$ cat src/ccd_seq_pkg.sv
// Shared constants for the full frame sensor clock sequencer and the sensor end.
// Assumes one 10 MHz reference clock shared by both ends.
package ccd_seq_pkg;

  ////////////////////////////////////////////////////////////////////////////
  // Array geometry
  localparam int ROWS = 512;
  localparam int COLS = 512;
  localparam int DARK_CELLS = 16;
  localparam int HREG_CELLS = DARK_CELLS + COLS;
  localparam int ROW_W = 9;
  localparam int CELL_IDX_W = 10;

  ////////////////////////////////////////////////////////////////////////////
  // Timing
  localparam int CLK_PERIOD_NS = 100;
  localparam int H_RATE_KHZ = 1000;
  localparam int H_CYCLE_CLKS = 1000000 / (H_RATE_KHZ * CLK_PERIOD_NS);
  localparam int V_SHIFT_NS = 6000;
  localparam int V_SHIFT_CLKS = V_SHIFT_NS / CLK_PERIOD_NS;

  ////////////////////////////////////////////////////////////////////////////
  // Charge widths and levels
  localparam int SAMPLE_W = 12;
  localparam int CELL_W = 13;
  localparam int NODE_W = 14;
  localparam logic [NODE_W-1:0] CELL_MAX = 14'h1fff;
  localparam logic [NODE_W-1:0] NODE_MAX = 14'h3fff;
  localparam logic [2:0] VPHASE_IDLE = 3'h0;
  localparam logic [2:0] VPHASE_BURIED_HOLD = 3'h1;

  // Saturating sum of two charge amounts
  function automatic logic [NODE_W-1:0] sat_add(input logic [NODE_W-1:0] a, input logic [NODE_W-1:0] b,
                                               input logic [NODE_W-1:0] max);
    logic [NODE_W:0] sum;
    sum = {1'b0, a} + {1'b0, b};
    if (sum > {1'b0, max}) begin
      sat_add = max;
    end else begin
      sat_add = sum[NODE_W-1:0];
    end
  endfunction : sat_add

endpackage : ccd_seq_pkg

$ cat src/ccd_link_if.sv
// Phase clock and video link between the timing generator and the sensor.
// Assumes both ends run on the same reference clock.
`timescale 1ns/1ps
interface ccd_link_if;
  logic [2:0] v_phase;
  logic row_to_serial_gate;
  logic [2:0] h_phase;
  logic reset_clk;
  logic [ccd_seq_pkg::NODE_W-1:0] video;

  modport sensor (
    input v_phase,
    input row_to_serial_gate,
    input h_phase,
    input reset_clk,
    output video
  );

  modport timing_gen (
    output v_phase,
    output row_to_serial_gate,
    output h_phase,
    output reset_clk,
    input video
  );
endinterface : ccd_link_if

$ cat src/ccd_timing_gen.sv
// Timing generator end: integration, line shifts and pixel readout with binning.
// Assumes the sensor end updates video on the edge after it sees H3 fall.
// What this block does
// Read 512 lines of 528 samples each (16 dark, 512 image)
// Three vertical phases move rows after integration
// Gate high moves bottom row into serial register
// Transfer gate follows the second vertical phase
// Three horizontal phases shift one cell per cycle
// Sixteen empty cells lead each line
// Sample video after third horizontal phase falls
// Reset clock precharges; skip it to bin pixels
// Serial cells sum two rows for vertical binning
// Pinned mode holds all vertical phases low
// Buried mode holds one vertical phase high
// 1 MHz pixels, six microsecond line shift
// Shift lines first, then 528 horizontal cycles
`timescale 1ns/1ps
module ccd_timing_gen #(
  parameter int ROWS = ccd_seq_pkg::ROWS,
  parameter int COLS = ccd_seq_pkg::COLS,
  parameter int DARK_CELLS = ccd_seq_pkg::DARK_CELLS,
  parameter int H_CLKS = ccd_seq_pkg::H_CYCLE_CLKS,
  parameter int V_CLKS = ccd_seq_pkg::V_SHIFT_CLKS
) (
  input wire logic i_ref_clk,
  input wire logic i_rst_n,
  ccd_link_if.timing_gen link,
  input wire logic i_start,
  input wire logic i_pinned_mode,
  input wire logic [31:0] i_integ_clks,
  input wire logic i_vbin_two,
  input wire logic i_hbin_two,
  output logic o_busy,
  output logic o_frame_done,
  output logic [ccd_seq_pkg::NODE_W-1:0] o_sample,
  output logic o_sample_valid,
  output logic o_sample_dark,
  output logic [ccd_seq_pkg::ROW_W-1:0] o_sample_line
);
  localparam int IW = ccd_seq_pkg::CELL_IDX_W;
  localparam int RW = ccd_seq_pkg::ROW_W;
  localparam logic [IW-1:0] LAST_CELL = IW'(DARK_CELLS + COLS - 1);
  localparam logic [IW-1:0] DARK_END = IW'(DARK_CELLS);

  typedef enum logic [1:0] {ST_IDLE, ST_INTEG, ST_VSHIFT, ST_HREAD} tgen_state_e;

  tgen_state_e state_q, state_d;
  logic [31:0] cnt_q, cnt_d;
  logic [31:0] integ_q, integ_d;
  logic pinned_q, pinned_d;
  logic vbin_q, vbin_d;
  logic hbin_q, hbin_d;
  logic vrow_q, vrow_d;
  logic [RW-1:0] line_q, line_d;
  logic [IW-1:0] pix_q, pix_d;
  logic done_q, done_d;
  logic [RW-1:0] last_line;
  logic [2:0] vseq_phase;
  logic [2:0] hseq_phase;
  logic v_end;
  logic h_end;

  ////////////////////////////////////////////////////////////////////////////
  // Phase generators at the line shift and pixel rates
  phase_sequencer #(.CYCLE_CLKS(V_CLKS)) u_vseq (
    .i_ref_clk(i_ref_clk),
    .i_rst_n(i_rst_n),
    .i_run(state_q == ST_VSHIFT),
    .o_phase(vseq_phase),
    .o_cycle_end(v_end)
  );

  phase_sequencer #(.CYCLE_CLKS(H_CLKS)) u_hseq (
    .i_ref_clk(i_ref_clk),
    .i_rst_n(i_rst_n),
    .i_run(state_q == ST_HREAD),
    .o_phase(hseq_phase),
    .o_cycle_end(h_end)
  );

  ////////////////////////////////////////////////////////////////////////////
  // Frame sequencing
  assign last_line = vbin_q ? RW'(ROWS / 2 - 1) : RW'(ROWS - 1);

  always_comb begin
    state_d = state_q;
    cnt_d = cnt_q;
    integ_d = integ_q;
    pinned_d = pinned_q;
    vbin_d = vbin_q;
    hbin_d = hbin_q;
    vrow_d = vrow_q;
    line_d = line_q;
    pix_d = pix_q;
    done_d = 1'b0;
    unique case (state_q)
      ST_IDLE: begin
        if (i_start) begin
          integ_d = i_integ_clks;
          pinned_d = i_pinned_mode;
          vbin_d = i_vbin_two;
          hbin_d = i_hbin_two;
          cnt_d = '0;
          vrow_d = 1'b0;
          line_d = '0;
          state_d = ST_INTEG;
        end
      end
      ST_INTEG: begin
        if (cnt_q >= integ_q) begin
          state_d = ST_VSHIFT;
        end else begin
          cnt_d = cnt_q + 32'h1;
        end
      end
      ST_VSHIFT: begin
        if (v_end) begin
          // Second shift sums a further row into the same serial cells
          if (vrow_q == vbin_q) begin
            vrow_d = 1'b0;
            pix_d = '0;
            state_d = ST_HREAD;
          end else begin
            vrow_d = 1'b1;
          end
        end
      end
      ST_HREAD: begin
        if (h_end) begin
          if (pix_q == LAST_CELL) begin
            pix_d = '0;
            if (line_q == last_line) begin
              line_d = '0;
              done_d = 1'b1;
              state_d = ST_IDLE;
            end else begin
              line_d = line_q + 1'b1;
              state_d = ST_VSHIFT;
            end
          end else begin
            pix_d = pix_q + 1'b1;
          end
        end
      end
    endcase
  end

  always_ff @(posedge i_ref_clk or negedge i_rst_n) begin
    if (!i_rst_n) begin
      state_q <= ST_IDLE;
      cnt_q <= '0;
      integ_q <= '0;
      pinned_q <= 1'b0;
      vbin_q <= 1'b0;
      hbin_q <= 1'b0;
      vrow_q <= 1'b0;
      line_q <= '0;
      pix_q <= '0;
      done_q <= 1'b0;
    end else begin
      state_q <= state_d;
      cnt_q <= cnt_d;
      integ_q <= integ_d;
      pinned_q <= pinned_d;
      vbin_q <= vbin_d;
      hbin_q <= hbin_d;
      vrow_q <= vrow_d;
      line_q <= line_d;
      pix_q <= pix_d;
      done_q <= done_d;
    end
  end

  ////////////////////////////////////////////////////////////////////////////
  // Link drive
  always_comb begin
    link.v_phase = ccd_seq_pkg::VPHASE_IDLE;
    if (state_q == ST_VSHIFT) begin
      link.v_phase = vseq_phase;
    end else if (state_q == ST_INTEG && !pinned_q) begin
      link.v_phase = ccd_seq_pkg::VPHASE_BURIED_HOLD;
    end else if (state_q == ST_INTEG) begin
      link.v_phase = ccd_seq_pkg::VPHASE_IDLE;
    end
  end

  assign link.row_to_serial_gate = vseq_phase[1];
  assign link.h_phase = hseq_phase;
  // Precharge in the first third of every cell, except ahead of the second cell of a binned pair
  assign link.reset_clk = hseq_phase[0] && (!hbin_q || !pix_q[0]);

  ////////////////////////////////////////////////////////////////////////////
  // Video capture
  logic h3_prev_q;
  logic fall_q;
  logic [IW-1:0] end_pix_q;
  logic [RW-1:0] end_line_q;
  logic [ccd_seq_pkg::NODE_W-1:0] sample_q, sample_d;
  logic valid_q, valid_d;
  logic dark_q, dark_d;
  logic [RW-1:0] sline_q, sline_d;

  always_comb begin
    sample_d = sample_q;
    dark_d = dark_q;
    sline_d = sline_q;
    valid_d = 1'b0;
    if (fall_q && (!hbin_q || end_pix_q[0])) begin
      sample_d = link.video;
      dark_d = end_pix_q < DARK_END;
      sline_d = end_line_q;
      valid_d = 1'b1;
    end
  end

  always_ff @(posedge i_ref_clk or negedge i_rst_n) begin
    if (!i_rst_n) begin
      h3_prev_q <= 1'b0;
      fall_q <= 1'b0;
      end_pix_q <= '0;
      end_line_q <= '0;
      sample_q <= '0;
      valid_q <= 1'b0;
      dark_q <= 1'b0;
      sline_q <= '0;
    end else begin
      h3_prev_q <= hseq_phase[2];
      fall_q <= h3_prev_q && !hseq_phase[2];
      if (h_end) begin
        end_pix_q <= pix_q;
        end_line_q <= line_q;
      end
      sample_q <= sample_d;
      valid_q <= valid_d;
      dark_q <= dark_d;
      sline_q <= sline_d;
    end
  end

  assign o_busy = state_q != ST_IDLE;
  assign o_frame_done = done_q;
  assign o_sample = sample_q;
  assign o_sample_valid = valid_q;
  assign o_sample_dark = dark_q;
  assign o_sample_line = sline_q;
endmodule : ccd_timing_gen

$ cat src/phase_sequencer.sv
// Three phase clock generator: one phase per third of a cycle while running.
// Assumes i_run comes from a register of the instantiating module.
`timescale 1ns/1ps
module phase_sequencer #(
  parameter int CYCLE_CLKS = 10
) (
  input wire logic i_ref_clk,
  input wire logic i_rst_n,
  input wire logic i_run,
  output logic [2:0] o_phase,
  output logic o_cycle_end
);
  localparam int CNT_W = $clog2(CYCLE_CLKS);
  localparam logic [CNT_W-1:0] LAST = CNT_W'(CYCLE_CLKS - 1);
  localparam logic [CNT_W-1:0] T1 = CNT_W'(CYCLE_CLKS / 3);
  localparam logic [CNT_W-1:0] T2 = CNT_W'((2 * CYCLE_CLKS) / 3);

  logic [CNT_W-1:0] cnt_q;
  logic [CNT_W-1:0] cnt_d;

  always_comb begin
    cnt_d = '0;
    if (i_run && cnt_q != LAST) begin
      cnt_d = cnt_q + 1'b1;
    end
  end

  always_ff @(posedge i_ref_clk or negedge i_rst_n) begin
    if (!i_rst_n) begin
      cnt_q <= '0;
    end else begin
      cnt_q <= cnt_d;
    end
  end

  always_comb begin
    o_phase = 3'h0;
    if (i_run) begin
      if (cnt_q < T1) begin
        o_phase = 3'h1;
      end else if (cnt_q < T2) begin
        o_phase = 3'h2;
      end else begin
        o_phase = 3'h4;
      end
    end
  end

  assign o_cycle_end = i_run && (cnt_q == LAST);
endmodule : phase_sequencer

$ cat src/flat_wrapper.sv
// flat-port wrapper written by rule: the top's interface ports become plain ports
module ccd_timing_gen_flat 
#(
  parameter int ROWS = ccd_seq_pkg::ROWS,
  parameter int COLS = ccd_seq_pkg::COLS,
  parameter int DARK_CELLS = ccd_seq_pkg::DARK_CELLS,
  parameter int H_CLKS = ccd_seq_pkg::H_CYCLE_CLKS,
  parameter int V_CLKS = ccd_seq_pkg::V_SHIFT_CLKS
)
  (i_ref_clk, i_rst_n, i_start, i_pinned_mode, i_integ_clks, i_vbin_two, i_hbin_two, o_busy, o_frame_done, o_sample, o_sample_valid, o_sample_dark, o_sample_line, link_v_phase, link_row_to_serial_gate, link_h_phase, link_reset_clk, link_video);
  ccd_link_if link_i ();
  input wire logic i_ref_clk;
  input wire logic i_rst_n;
  input wire logic i_start;
  input wire logic i_pinned_mode;
  input wire logic [31:0] i_integ_clks;
  input wire logic i_vbin_two;
  input wire logic i_hbin_two;
  output logic o_busy;
  output logic o_frame_done;
  output logic [ccd_seq_pkg::NODE_W-1:0] o_sample;
  output logic o_sample_valid;
  output logic o_sample_dark;
  output logic [ccd_seq_pkg::ROW_W-1:0] o_sample_line;
  output wire logic [$bits(link_i.v_phase)-1:0] link_v_phase;
  output wire logic [$bits(link_i.row_to_serial_gate)-1:0] link_row_to_serial_gate;
  output wire logic [$bits(link_i.h_phase)-1:0] link_h_phase;
  output wire logic [$bits(link_i.reset_clk)-1:0] link_reset_clk;
  input wire logic [$bits(link_i.video)-1:0] link_video;
  assign link_v_phase = link_i.v_phase;
  assign link_row_to_serial_gate = link_i.row_to_serial_gate;
  assign link_h_phase = link_i.h_phase;
  assign link_reset_clk = link_i.reset_clk;
  assign link_i.video = link_video;
  ccd_timing_gen #(.ROWS(ROWS), .COLS(COLS), .DARK_CELLS(DARK_CELLS), .H_CLKS(H_CLKS), .V_CLKS(V_CLKS)) u_core (.i_ref_clk(i_ref_clk), .i_rst_n(i_rst_n), .link(link_i), .i_start(i_start), .i_pinned_mode(i_pinned_mode), .i_integ_clks(i_integ_clks), .i_vbin_two(i_vbin_two), .i_hbin_two(i_hbin_two), .o_busy(o_busy), .o_frame_done(o_frame_done), .o_sample(o_sample), .o_sample_valid(o_sample_valid), .o_sample_dark(o_sample_dark), .o_sample_line(o_sample_line));
endmodule
$ cat config.mk
export PLATFORM = sky130hd
export DESIGN_NAME = ccd_timing_gen_flat
export DESIGN_NICKNAME = d
export VERILOG_FILES = /design/src/ccd_seq_pkg.sv /design/src/ccd_link_if.sv /design/src/ccd_timing_gen.sv /design/src/phase_sequencer.sv /design/src/flat_wrapper.sv
export SDC_FILE = /design/constraint.sdc
export NUM_CORES = 1
export LEC_CHECK = 0
export ABC_AREA = 1
export BUFFER_PORTS_ARGS = -buffer_cell sky130_fd_sc_hd__buf_4
export CAP_MARGIN = 20
export CORE_MARGIN = 2
export CORE_UTILIZATION = 25
export DETAILED_ROUTE_END_ITERATION = 12
export PLACE_DENSITY = 0.43
export RECOVER_POWER = 25
export REMOVE_ABC_BUFFERS = 1
export SLEW_MARGIN = 10
export SYNTH_ARGS = -nofsm -noshare
export SYNTH_HDL_FRONTEND = slang
export SYNTH_SLANG_ARGS = --single-unit
$ cat constraint.sdc
create_clock -name i_ref_clk -period 1.83 [get_ports i_ref_clk]
set_input_delay 0.183 -clock i_ref_clk [delete_from_list [all_inputs] [get_ports i_ref_clk]]
set_output_delay 0.183 -clock i_ref_clk [all_outputs]
set_load 0.05 [all_outputs]
## Word level (Yosys, flattened, before mapping)

Cells that the tools add are included.

- Bits in latches: 0
- Output and inout port bits: 35
- Flip-flop bits (word level): 146
- Input bits: 52
- RAM bits: 0
- ROM bits: 0
- Memories kept: 0

- $lt $le $gt $ge: 6
- Eq/ne operators: 17
- Reduce and logical (&&, ||, !) cells: 26
- $add $sub $neg: 5
- Divide/modulo/power cells: 0
- Multiply operators: 0
- Shifts and indexed selects: 0
- Multiplexer cells: 41
- Bitwise logic cells: 0

Operator list:

| operator | count |
|---|---|
| 32-bit two-way mux | 2 |
| 32-bit one-hot mux with 2 select lines | 1 |
| 9-bit two-way mux | 5 |
| 10-bit two-way mux | 4 |
| 32-bit by 1-bit adder with 32-bit output (second input constant) | 1 |
| 32-bit >= comparator | 1 |
| 3-bit two-way mux | 7 |
| 10-bit one-hot mux with 2 select lines | 1 |
| 9-bit one-hot mux with 2 select lines | 1 |
| 2-bit two-way mux | 7 |
| 10-bit by 1-bit adder with 10-bit output (second input constant) | 1 |
| 10-bit equality test (second input constant) | 1 |
| 10-bit by 5-bit less-than comparator with 1-bit output (second input constant) | 1 |
| 2-bit by 1-bit inequality test with 1-bit output (second input constant) | 5 |
| 2-bit nonzero test | 5 |
| 9-bit by 1-bit adder with 9-bit output (second input constant) | 1 |
| 9-bit equality test | 1 |
| 1-bit two-way mux | 9 |
| 1-bit logical AND | 8 |
| 2-bit one-hot mux with 4 select lines | 1 |
| 4-bit AND reduction | 2 |
| 6-bit by 1-bit adder with 6-bit output (second input constant) | 1 |
| 6-bit equality test (second input constant) | 1 |
| 6-bit by 5-bit less-than comparator with 1-bit output (second input constant) | 1 |
| 20 further kinds | 27 |

## Longest topological paths before layout

Gate-level depths: netlist of run 1.

- Depth in word-level cells: 6
- Mapped depth: 17
- Gate-level depth less buffers: 16

## Cells and area by module

From an unflattened synthesis of run 1, not the netlist that was laid out.

- Cells, all modules: 998
- Area total of the unflattened synthesis: 7717.4 um2

By module, submodules not included:

| module | sequential area each (um2) | instances | area an instance (um2) | cells each |
|---|---|---|---|---|
| ccd_timing_gen | 3328.2 | 1 | 7135.6 | 927 |
| phase_sequencer (u_core.u_vseq) | 150.1 | 1 | 336.6 | 42 |
| phase_sequencer (u_core.u_hseq) | 100.1 | 1 | 245.2 | 29 |

## Worst setup path after synthesis of run 1

No wires, ideal clock.

- Kind: register to output
- Start: register u_core.u_hseq.cnt_q[0]
- End: output link_reset_clk
- Buffers on the path: 0
- Required time: 1647 ps
- Cell stages (with the launch flop): 6
- Data arrival time: 3072 ps
- Slack: -1425 ps
- Path through: dfrtp_1 > ha_1 > nor2_1 > inv_1 > nor3_1 > a21boi_0

- Word-level cells in the longest chain between the ends: 4

RTL lines:

| what | line | RTL |
|---|---|---|
| start, declared | phase_sequencer.sv:18 | `logic [CNT_W-1:0] cnt_q;` |
| start signal, assigned | phase_sequencer.sv:32 | `cnt_q <= cnt_d;` |
| 4-bit by 2-bit less-than comparator with 1-bit output | phase_sequencer.sv:39 | `if (cnt_q < T1) begin` |
| 3-bit two-way mux | phase_sequencer.sv:39 |  |
| 3-bit two-way mux | phase_sequencer.sv:38 | `if (i_run) begin` |
| named net link_h_phase[0] | flat_wrapper.sv:27 | `output wire logic [$bits(link_i.h_phase)-1:0] link_h_phase;` |
| 1-bit logical AND | ccd_timing_gen.sv:190 | `assign link.reset_clk = hseq_phase[0] && (!hbin_q \|\| !pix_q[0]);` |
| end, declared | flat_wrapper.sv:28 | `output wire logic [$bits(link_i.reset_clk)-1:0] link_reset_clk;` |

The timed path passes the listed nets, and every way through them passes these cells.

## Worst setup path after layout of run 1

- Start: register u_core.cnt_q[30]
- End: register u_core.state_q[0]

- Word-level cells in the longest chain between the ends: 3

RTL lines:

| what | line | RTL |
|---|---|---|
| start, declared | ccd_timing_gen.sv:48 | `logic [31:0] cnt_q, cnt_d;` |
| start signal, assigned | ccd_timing_gen.sv:162 | `cnt_q <= cnt_d;` |
| 32-bit >= comparator | ccd_timing_gen.sv:110 | `if (cnt_q >= integ_q) begin` |
| 2-bit by 1-bit inequality test with 1-bit output (no source line) | -- |  |
| 6-bit AND reduction (no source line) | -- |  |
| end signal, assigned | ccd_timing_gen.sv:161 | `state_q <= state_d;` |
| end, declared | ccd_timing_gen.sv:47 | `tgen_state_e state_q, state_d;` |

Every way passes these cells.
A chain may end at the register's enable or synchronous reset.

==> impl_metrics.py, run 1 <==
metrics = {
    "layout": {
        "multi_input_area_um2": 3940,
        "final_core_util_pct": 35.7,
        "area_growth_pct": 40.5,
        "fillerInstances": 3211,
        "nets": 1328,
        "design_area_um2": 11000,
        "regArea_um2": 3580,
        "drive_gt1_share_pct": 22.3,
        "final_cells": 1647,
        "antenna_cells": 0,
    },
    "power_and_ir_drop": {
        "clkPwrFrac_pct": 30.8,
        "power.switching_w": 0.00424,
        "p_leak_nw": 5.31,
        "combPwrFrac_pct": 36.2,
        "p_int_w": 0.00746,
        "p_per_area_nw_per_um2": 1070,
        "seqPwrFrac_pct": 33.0,
        "peakVddDrop_mv": 0.721,
        "swShare_pct": 36.3,
    },
    "synthesis": {
        "yosys.cell_count.top_type": "nand2_1",
        "yosysUniqueCellTypes": 37,
        "synthTopCellsByCount": "nand2_1 (311), nor2_1 (152), dfrtp_1 (143)",
        "synth-main-ff-cell": "dfrtp_1",
        "synthArstFlopShare_pct": 100,
        "seq_area_frac_synth_pct": 45.9,
        "synth_edf_count": 0,
        "synth_top_area_share_pct": 45.9,
        "ys_warn_count": 0,
        "syn_inst": 1026,
        "ys_ff_latch": 143,
        "yosys.area.top_type": "dfrtp_1",
        "syn_area_um2": 7800,
        "synthTopCellsByArea": "dfrtp_1 (46%), nand2_1 (15%), nor2_1 (7.3%), ha_1 (6.1%), inv_1 (5.2%)",
        "synth_area_per_cell_um2": 7.60,
    },
    "worst_setup_path": {
        "crit_buf_inv": 1,
        "crit_path_start": "u_core.cnt_q[30]",
        "critPathMaxFanout": 8,
        "path_cells": "ha_4, nand2_4, nor2_4, nand4_1, a21oi_2, nor2_4, nand2_8, buf_12, nand2_4, nand2_2, nand2_1",
        "critPathKind": "flop to flop",
        "start_kind": "flop",
        "arrival_ps": 2220,
        "cp_top_family": "simple AND/OR/NAND/NOR gates",
        "end_kind": "flop",
        "slowest_delay_ps": 420,
        "required_ps": 2140,
        "worstReg2RegStart": "u_core.cnt_q[30]",
        "slowest_stage": "dfrtp_1",
    },
    "detailed_routing": {
        "num_vias": 7056,
        "first_iter_violations": 262,
        "first_pass_iters": 4,
        "via_per_inst": 4.28,
        "drcViolationCount": 0,
        "detail_route.wl_per_cell_um": 12.8,
        "postRouteWirelength_mm": 21.2,
        "ant_nets": 0,
    },
    "clock_tree": {
        "htreeDepth": 4,
        "clkSinkCount": 143,
        "clk_pin_slew_ps": 70,
        "clock-root-buffer": "clkbuf_16",
        "clkLatencyLatePin_ps": 430,
        "clockBufferDepth": 2,
        "cts_tree": "yes",
        "numCtsBuffers": 17,
    },
    "timing": {
        "fin_crit_sh_pct": 104,
        "slew_headroom_pct": 25.4,
        "clock_skew_ps": 12.6,
        "fmax_mhz": 524,
        "tns_ps": -1370,
        "rsz0062_at_grt": "yes",
        "fin_ws_ps": -78.6,
        "worst_pin_slew_ps": 1120,
        "finalSetupViolCount": 36,
        "min_period_ps": 1910,
        "drv_slew": 0,
        "hold_violations": 0,
    },
    "floorplanning": {
        "dieWidth_um": 181,
        "start_util_pct": 25.4,
        "die_h_um": 181,
        "die-area_um2": 32600,
        "num_rows": 64,
        "ios": 87,
        "core_um2": 30700,
    },
    "place": {
        "postPlaceCellArea_um2": 9490,
        "dp.final_hpwl_mm": 14.6,
        "gp_congestion": 0.832,
        "pre_cts_ws_ps": -303,
        "placedCellCount": 1558,
        "port_buffers": 86,
    },
    "run_status": {
        "violations": "negative setup slack",
        "status": "complete, but fails checks",
    },
    "global_route": {
        "grt_max_degree": 52,
        "first_global_vias": 6895,
        "grt_first_pass_wirelength_mm": 35.3,
        "grtUsageTotal_pct": 13.3,
        "overflow": 0,
        "grt_antenna_before_repair": 0,
    },
    "flow_run": {
        "drv_cap": 0,
    },
    "worst_hold_path": {
        "hp-class": "primary input to flop",
        "worstHoldStart": "i_vbin_two",
    },
}
## stage by stage
| stage | power, W | hold slack, ps |
|---|---|---|
| after floorplan | 0.00589 | -113 |
| after global placement | 0.00740 | 147 |
| after detailed placement | 0.00743 | 149 |
| after CTS | 0.0116 | 0.816 |
| after global routing | 0.0125 | 19.8 |
| final | 0.0117 | 24.4 |
## state kept, by name, summed over array words and instances (netlist names), 2 cells and up
| name | count |
|---|---|
| u_core.o_sample_line | 9 |
| u_core.u_hseq.cnt_q | 4 |
| u_core.end_line_q | 9 |
| u_core.pix_q | 10 |
| u_core.end_pix_q | 7 |
| u_core.line_q | 9 |
| u_core.state_q | 2 |
| u_core.cnt_q | 32 |
| u_core.integ_q | 32 |
| u_core.o_sample | 14 |
| u_core.u_vseq.cnt_q | 6 |
## cells by family after synthesis
kind of cell	Yosys count	share of synthesized area [%]
AND/OR/NAND/NOR	570	30.0
flip-flops	143	45.9
buffers and inverters	141	7.30
AO/OA/AOI/OAI	102	7.01
adder cells (fa/ha/maj)	38	6.10
XOR/XNOR	29	3.26
multiplexers	3	0.433
## power groups by stage
stage,Sequential (W),Combinational [W],Clock (W)
detailed placement,0.00391,0.00353,0
global placement,0.00390,0.00350,0
floorplan,0.00389,0.00200,0
CTS,0.00386,0.00403,0.00373
finish,0.00386,0.00424,0.00360
global route,0.00392,0.00475,0.00386
## per-layer routing
layer  global-route usage [%]  part of all wire, %
met1                     17.7                   49
met2                     21.9                   47
met3                     2.61                  2.8
met4                     3.87                  1.0
met5                        0                    0
## cell usage in the layout, fill, tap and decap left out, types with 2 or more instances in the layout
cell type / instances
a21o_1: 4
a21oi_1: 51
a21oi_2: 2
buf_12: 6
buf_4: 161
buf_6: 6
bufinv_16: 2
clkbuf_16: 19
clkinv_2: 2
clkinv_4: 3
clkinvlp_4: 2
dfrtp_1: 142
dlygate4sd3_1: 44
ha_1: 31
ha_4: 6
inv_1: 102
inv_2: 9
inv_6: 4
mux2_2: 3
nand2_1: 296
nand2_2: 12
nand2_4: 5
nand2_8: 3
nand3_1: 52
nand3_2: 4
nand4_1: 15
nor2_1: 140
nor2_2: 11
nor2_4: 3
nor3_1: 21
nor3_4: 2
o21a_1: 2
o21ai_0: 35
o21ai_1: 3
xnor2_1: 8
xor2_1: 21
## area by class of cell
class	instances	share of cell area [%]
clock buffer	18	4.01
clock inverter	14	1.44
inverter	111	3.80
multi-input combinational	743	35.9
sequential	143	32.7
tap	396	4.52
timing repair buffer	222	17.7
## what timing repair did
action / in CTS / in global routing
resized for setup: 41 / 34
pin swaps: 20 / 21
buffers inserted: 4 / 5
cloned: 2 / 2
hold buffers: 44 / 0
hold endpoints to repair: 77 / 0
endpoints found under the setup margin: 40 / 77
## worst paths after layout
path	cells past startpoint	slack (ps)	to
max in group asynchronous	3	270	u_core.o_sample_line[1]
setup / recovery	11	-80	u_core.state_q[0]
setup reg to reg	11	-80	u_core.state_q[0]
hold reg to reg	1	460	u_core.u_vseq.cnt_q[0]
min in group asynchronous	2	510	u_core.cnt_q[21]
hold / removal	3	20	u_core.vbin_q
## worst reg2reg max path: stages, from the launching register on
cell	delay, ps
dfrtp_1	420
ha_4	290
nand2_4	50
nor2_4	120
nand4_1	170
a21oi_2	210
nor2_4	70
nand2_8	140
buf_12	150
nand2_4	60
nand2_2	70
nand2_1	40
(Power assumes the default switching activity.)
==> inputs of run 2 (changes only) <==
Settings changed: CORE_MARGIN 2 to 4, REMOVE_ABC_BUFFERS 1 to default.
==> impl_metrics.py, run 2 (synthesis results as in run 1) <==
metrics = {
    "worst_hold_path": {
        "hold-path-cell-count": 3,
        "hp-class": "primary input to flop",
    },
    "detailed_routing": {
        "wl_met3_um": 624,
        "wl_met1_mm": 10.6,
        "via_per_inst": 4.30,
        "first_pass_iters": 4,
        "first_iter_violations": 321,
        "postRouteWirelength_mm": 21.5,
        "met2_length_mm": 9.97,
        "num_vias": 7088,
        "drcViolationCount": 0,
        "routed.top_layer": "met4",
        "detail_route.wl_per_cell_um": 13.0,
        "ant_nets": 0,
    },
    "place": {
        "dp.final_hpwl_mm": 15.0,
        "gp_congestion": 0.830,
        "port_buffers": 86,
    },
    "power_and_ir_drop": {
        "swShare_pct": 37.0,
        "power.switching_w": 0.00455,
        "p_int_w": 0.00773,
        "clkPwrFrac_pct": 30.2,
        "p_leak_nw": 5.37,
        "p_per_area_nw_per_um2": 1110,
        "seqPwrFrac_pct": 31.4,
        "peakVddDrop_mv": 0.620,
        "combPwrFrac_pct": 38.3,
    },
    "global_route": {
        "grt_first_pass_wirelength_mm": 35.1,
        "first_global_vias": 6766,
        "grt_max_degree": 58,
        "overflow": 0,
        "grtUsageTotal_pct": 12.7,
        "grt_antenna_before_repair": 0,
    },
    "layout": {
        "final_common_cell": "nand2_1",
        "drive_gt1_share_pct": 23.5,
        "final_core_util_pct": 36.1,
        "area_growth_pct": 42.1,
        "final_cell_mix": "nand2_1 (289), buf_4 (161), nor2_1 (142), dfrtp_1 (142), inv_1 (102)",
        "antenna_cells": 0,
        "nets": 1330,
    },
    "timing": {
        "worst_pin_slew_ps": 961,
        "min_period_ps": 1930,
        "fmax_mhz": 518,
        "drv_slew": 0,
        "slew_headroom_pct": 35.9,
        "fin_crit_sh_pct": 105,
        "hold_violations": 0,
        "tns_ps": -2400,
        "rsz0062_at_grt": "yes",
        "finalSetupViolCount": 35,
        "clock_skew_ps": 14.6,
        "fin_ws_ps": -99.7,
    },
    "clock_tree": {
        "clock-root-buffer": "clkbuf_16",
        "clk_pin_slew_ps": 70,
        "clkSinkCount": 143,
        "clkLatencyLatePin_ps": 430,
        "cts_tree": "yes",
        "htreeDepth": 4,
        "numCtsBuffers": 17,
        "clockBufferDepth": 2,
    },
    "floorplanning": {
        "start_util_pct": 25.4,
        "ios": 87,
        "dieWidth_um": 185,
        "num_rows": 64,
        "die-area_um2": 34100,
        "core_um2": 30700,
        "die_h_um": 185,
    },
    "run_status": {
        "status": "complete, but fails checks",
        "violations": "negative setup slack",
    },
    "worst_setup_path": {
        "end_kind": "flop",
        "arrival_ps": 2240,
        "required_ps": 2140,
        "r2r_cells": 10,
        "critPathMaxFanout": 6,
        "start_kind": "flop",
        "critPathKind": "flop to flop",
    },
    "flow_run": {
        "drv_cap": 0,
    },
    "synthesis": {
        "synth.net_count": 1116,
    },
}
run 2: changes by cell type in the layout (fill, tap and decap cells not counted), moves of 4 or more:
cell,previous run,this run
dlygate4sd3_1,44,36
inv_8,1,6
nor2_2,11,7
nand2_2,12,17
nand2_1,296,289
o21ai_0,35,31
run 2: worst paths after layout:
kind | from | to | slack, ps
max | u_core.cnt_q[30] | u_core.cnt_q[3] | -100
max reg2reg | u_core.cnt_q[30] | u_core.cnt_q[3] | -100
max in group asynchronous | i_rst_n | u_core.state_q[1] | 320
min in group asynchronous | i_rst_n | u_core.integ_q[17] | 430
min reg2reg | u_core.end_line_q[0] | u_core.o_sample_line[0] | 460
min | i_integ_clks[15] | u_core.integ_q[15] | 10
run 2: layer usage:
layer  up-vias  GRT usage (%)
met2        89           20.6
met4         0           3.79
met1      3289           17.8
met3        19           1.84
met5         -              0
li1       3691              -
run 2: worst max-delay path, stage by stage, from the launching register on:
cell and delay, ps:
dfrtp_1 410, ha_1 290, nand2_2 90, nor2_1 50, nor2_1 160, nand2_1 130, nor2_4 240, nand2_8 140
clkbuf_16 190, nand3_1 60, nand2_1 50
run 2: repair_timing:
action | CTS | global route
gates cloned | 2 | 5
pin swaps | 11 | 28
resized for setup | 30 | 70
buffers inserted | 4 | 11
endpoints found under the hold margin | 178 | 0
setup endpoints to repair | 40 | 73
hold buffers | 36 | 0
run 2: layout make-up:
type	instances	area, um2
clock buffers	17	425
clock inverters	15	193
fillers	3247	19600
inverters	111	423
multi-input cells	746	4010
flip-flops and latches	143	3580
well taps	396	495
repair buffers	221	1960
run 2: stage by stage:
| step | worst slack, ps | hold slack, ps | cells | total power (W) | cell area [um2] |
|---|---|---|---|---|---|
| 2_1_floorplan | -132 | -113 | 1026 | 0.00610 | 7820 |
| 3_3_place_gp | -275 | 32.5 | 1559 | 0.00744 | 9500 |
| 3_5_place_dp | -267 | 31.4 | 1559 | 0.00746 | 9500 |
| 4_1_cts | -143 | 2.01 | 1633 | 0.0117 | 10700 |
| 5_1_grt | -256 | 3.49 | 1649 | 0.0131 | 11100 |
| 6_report | -99.7 | 11.7 | 1649 | 0.0123 | 11100 |
run 2: power groups by stage:
stage | Clock [W] | Sequential (W) | Combinational [W]
6_report | 0.00371 | 0.00386 | 0.00471
5_1_grt | 0.00398 | 0.00391 | 0.00523
4_1_cts | 0.00385 | 0.00384 | 0.00404
3_5_place_dp | 0 | 0.00391 | 0.00355
3_3_place_gp | 0 | 0.00391 | 0.00354
2_1_floorplan | 0 | 0.00389 | 0.00221
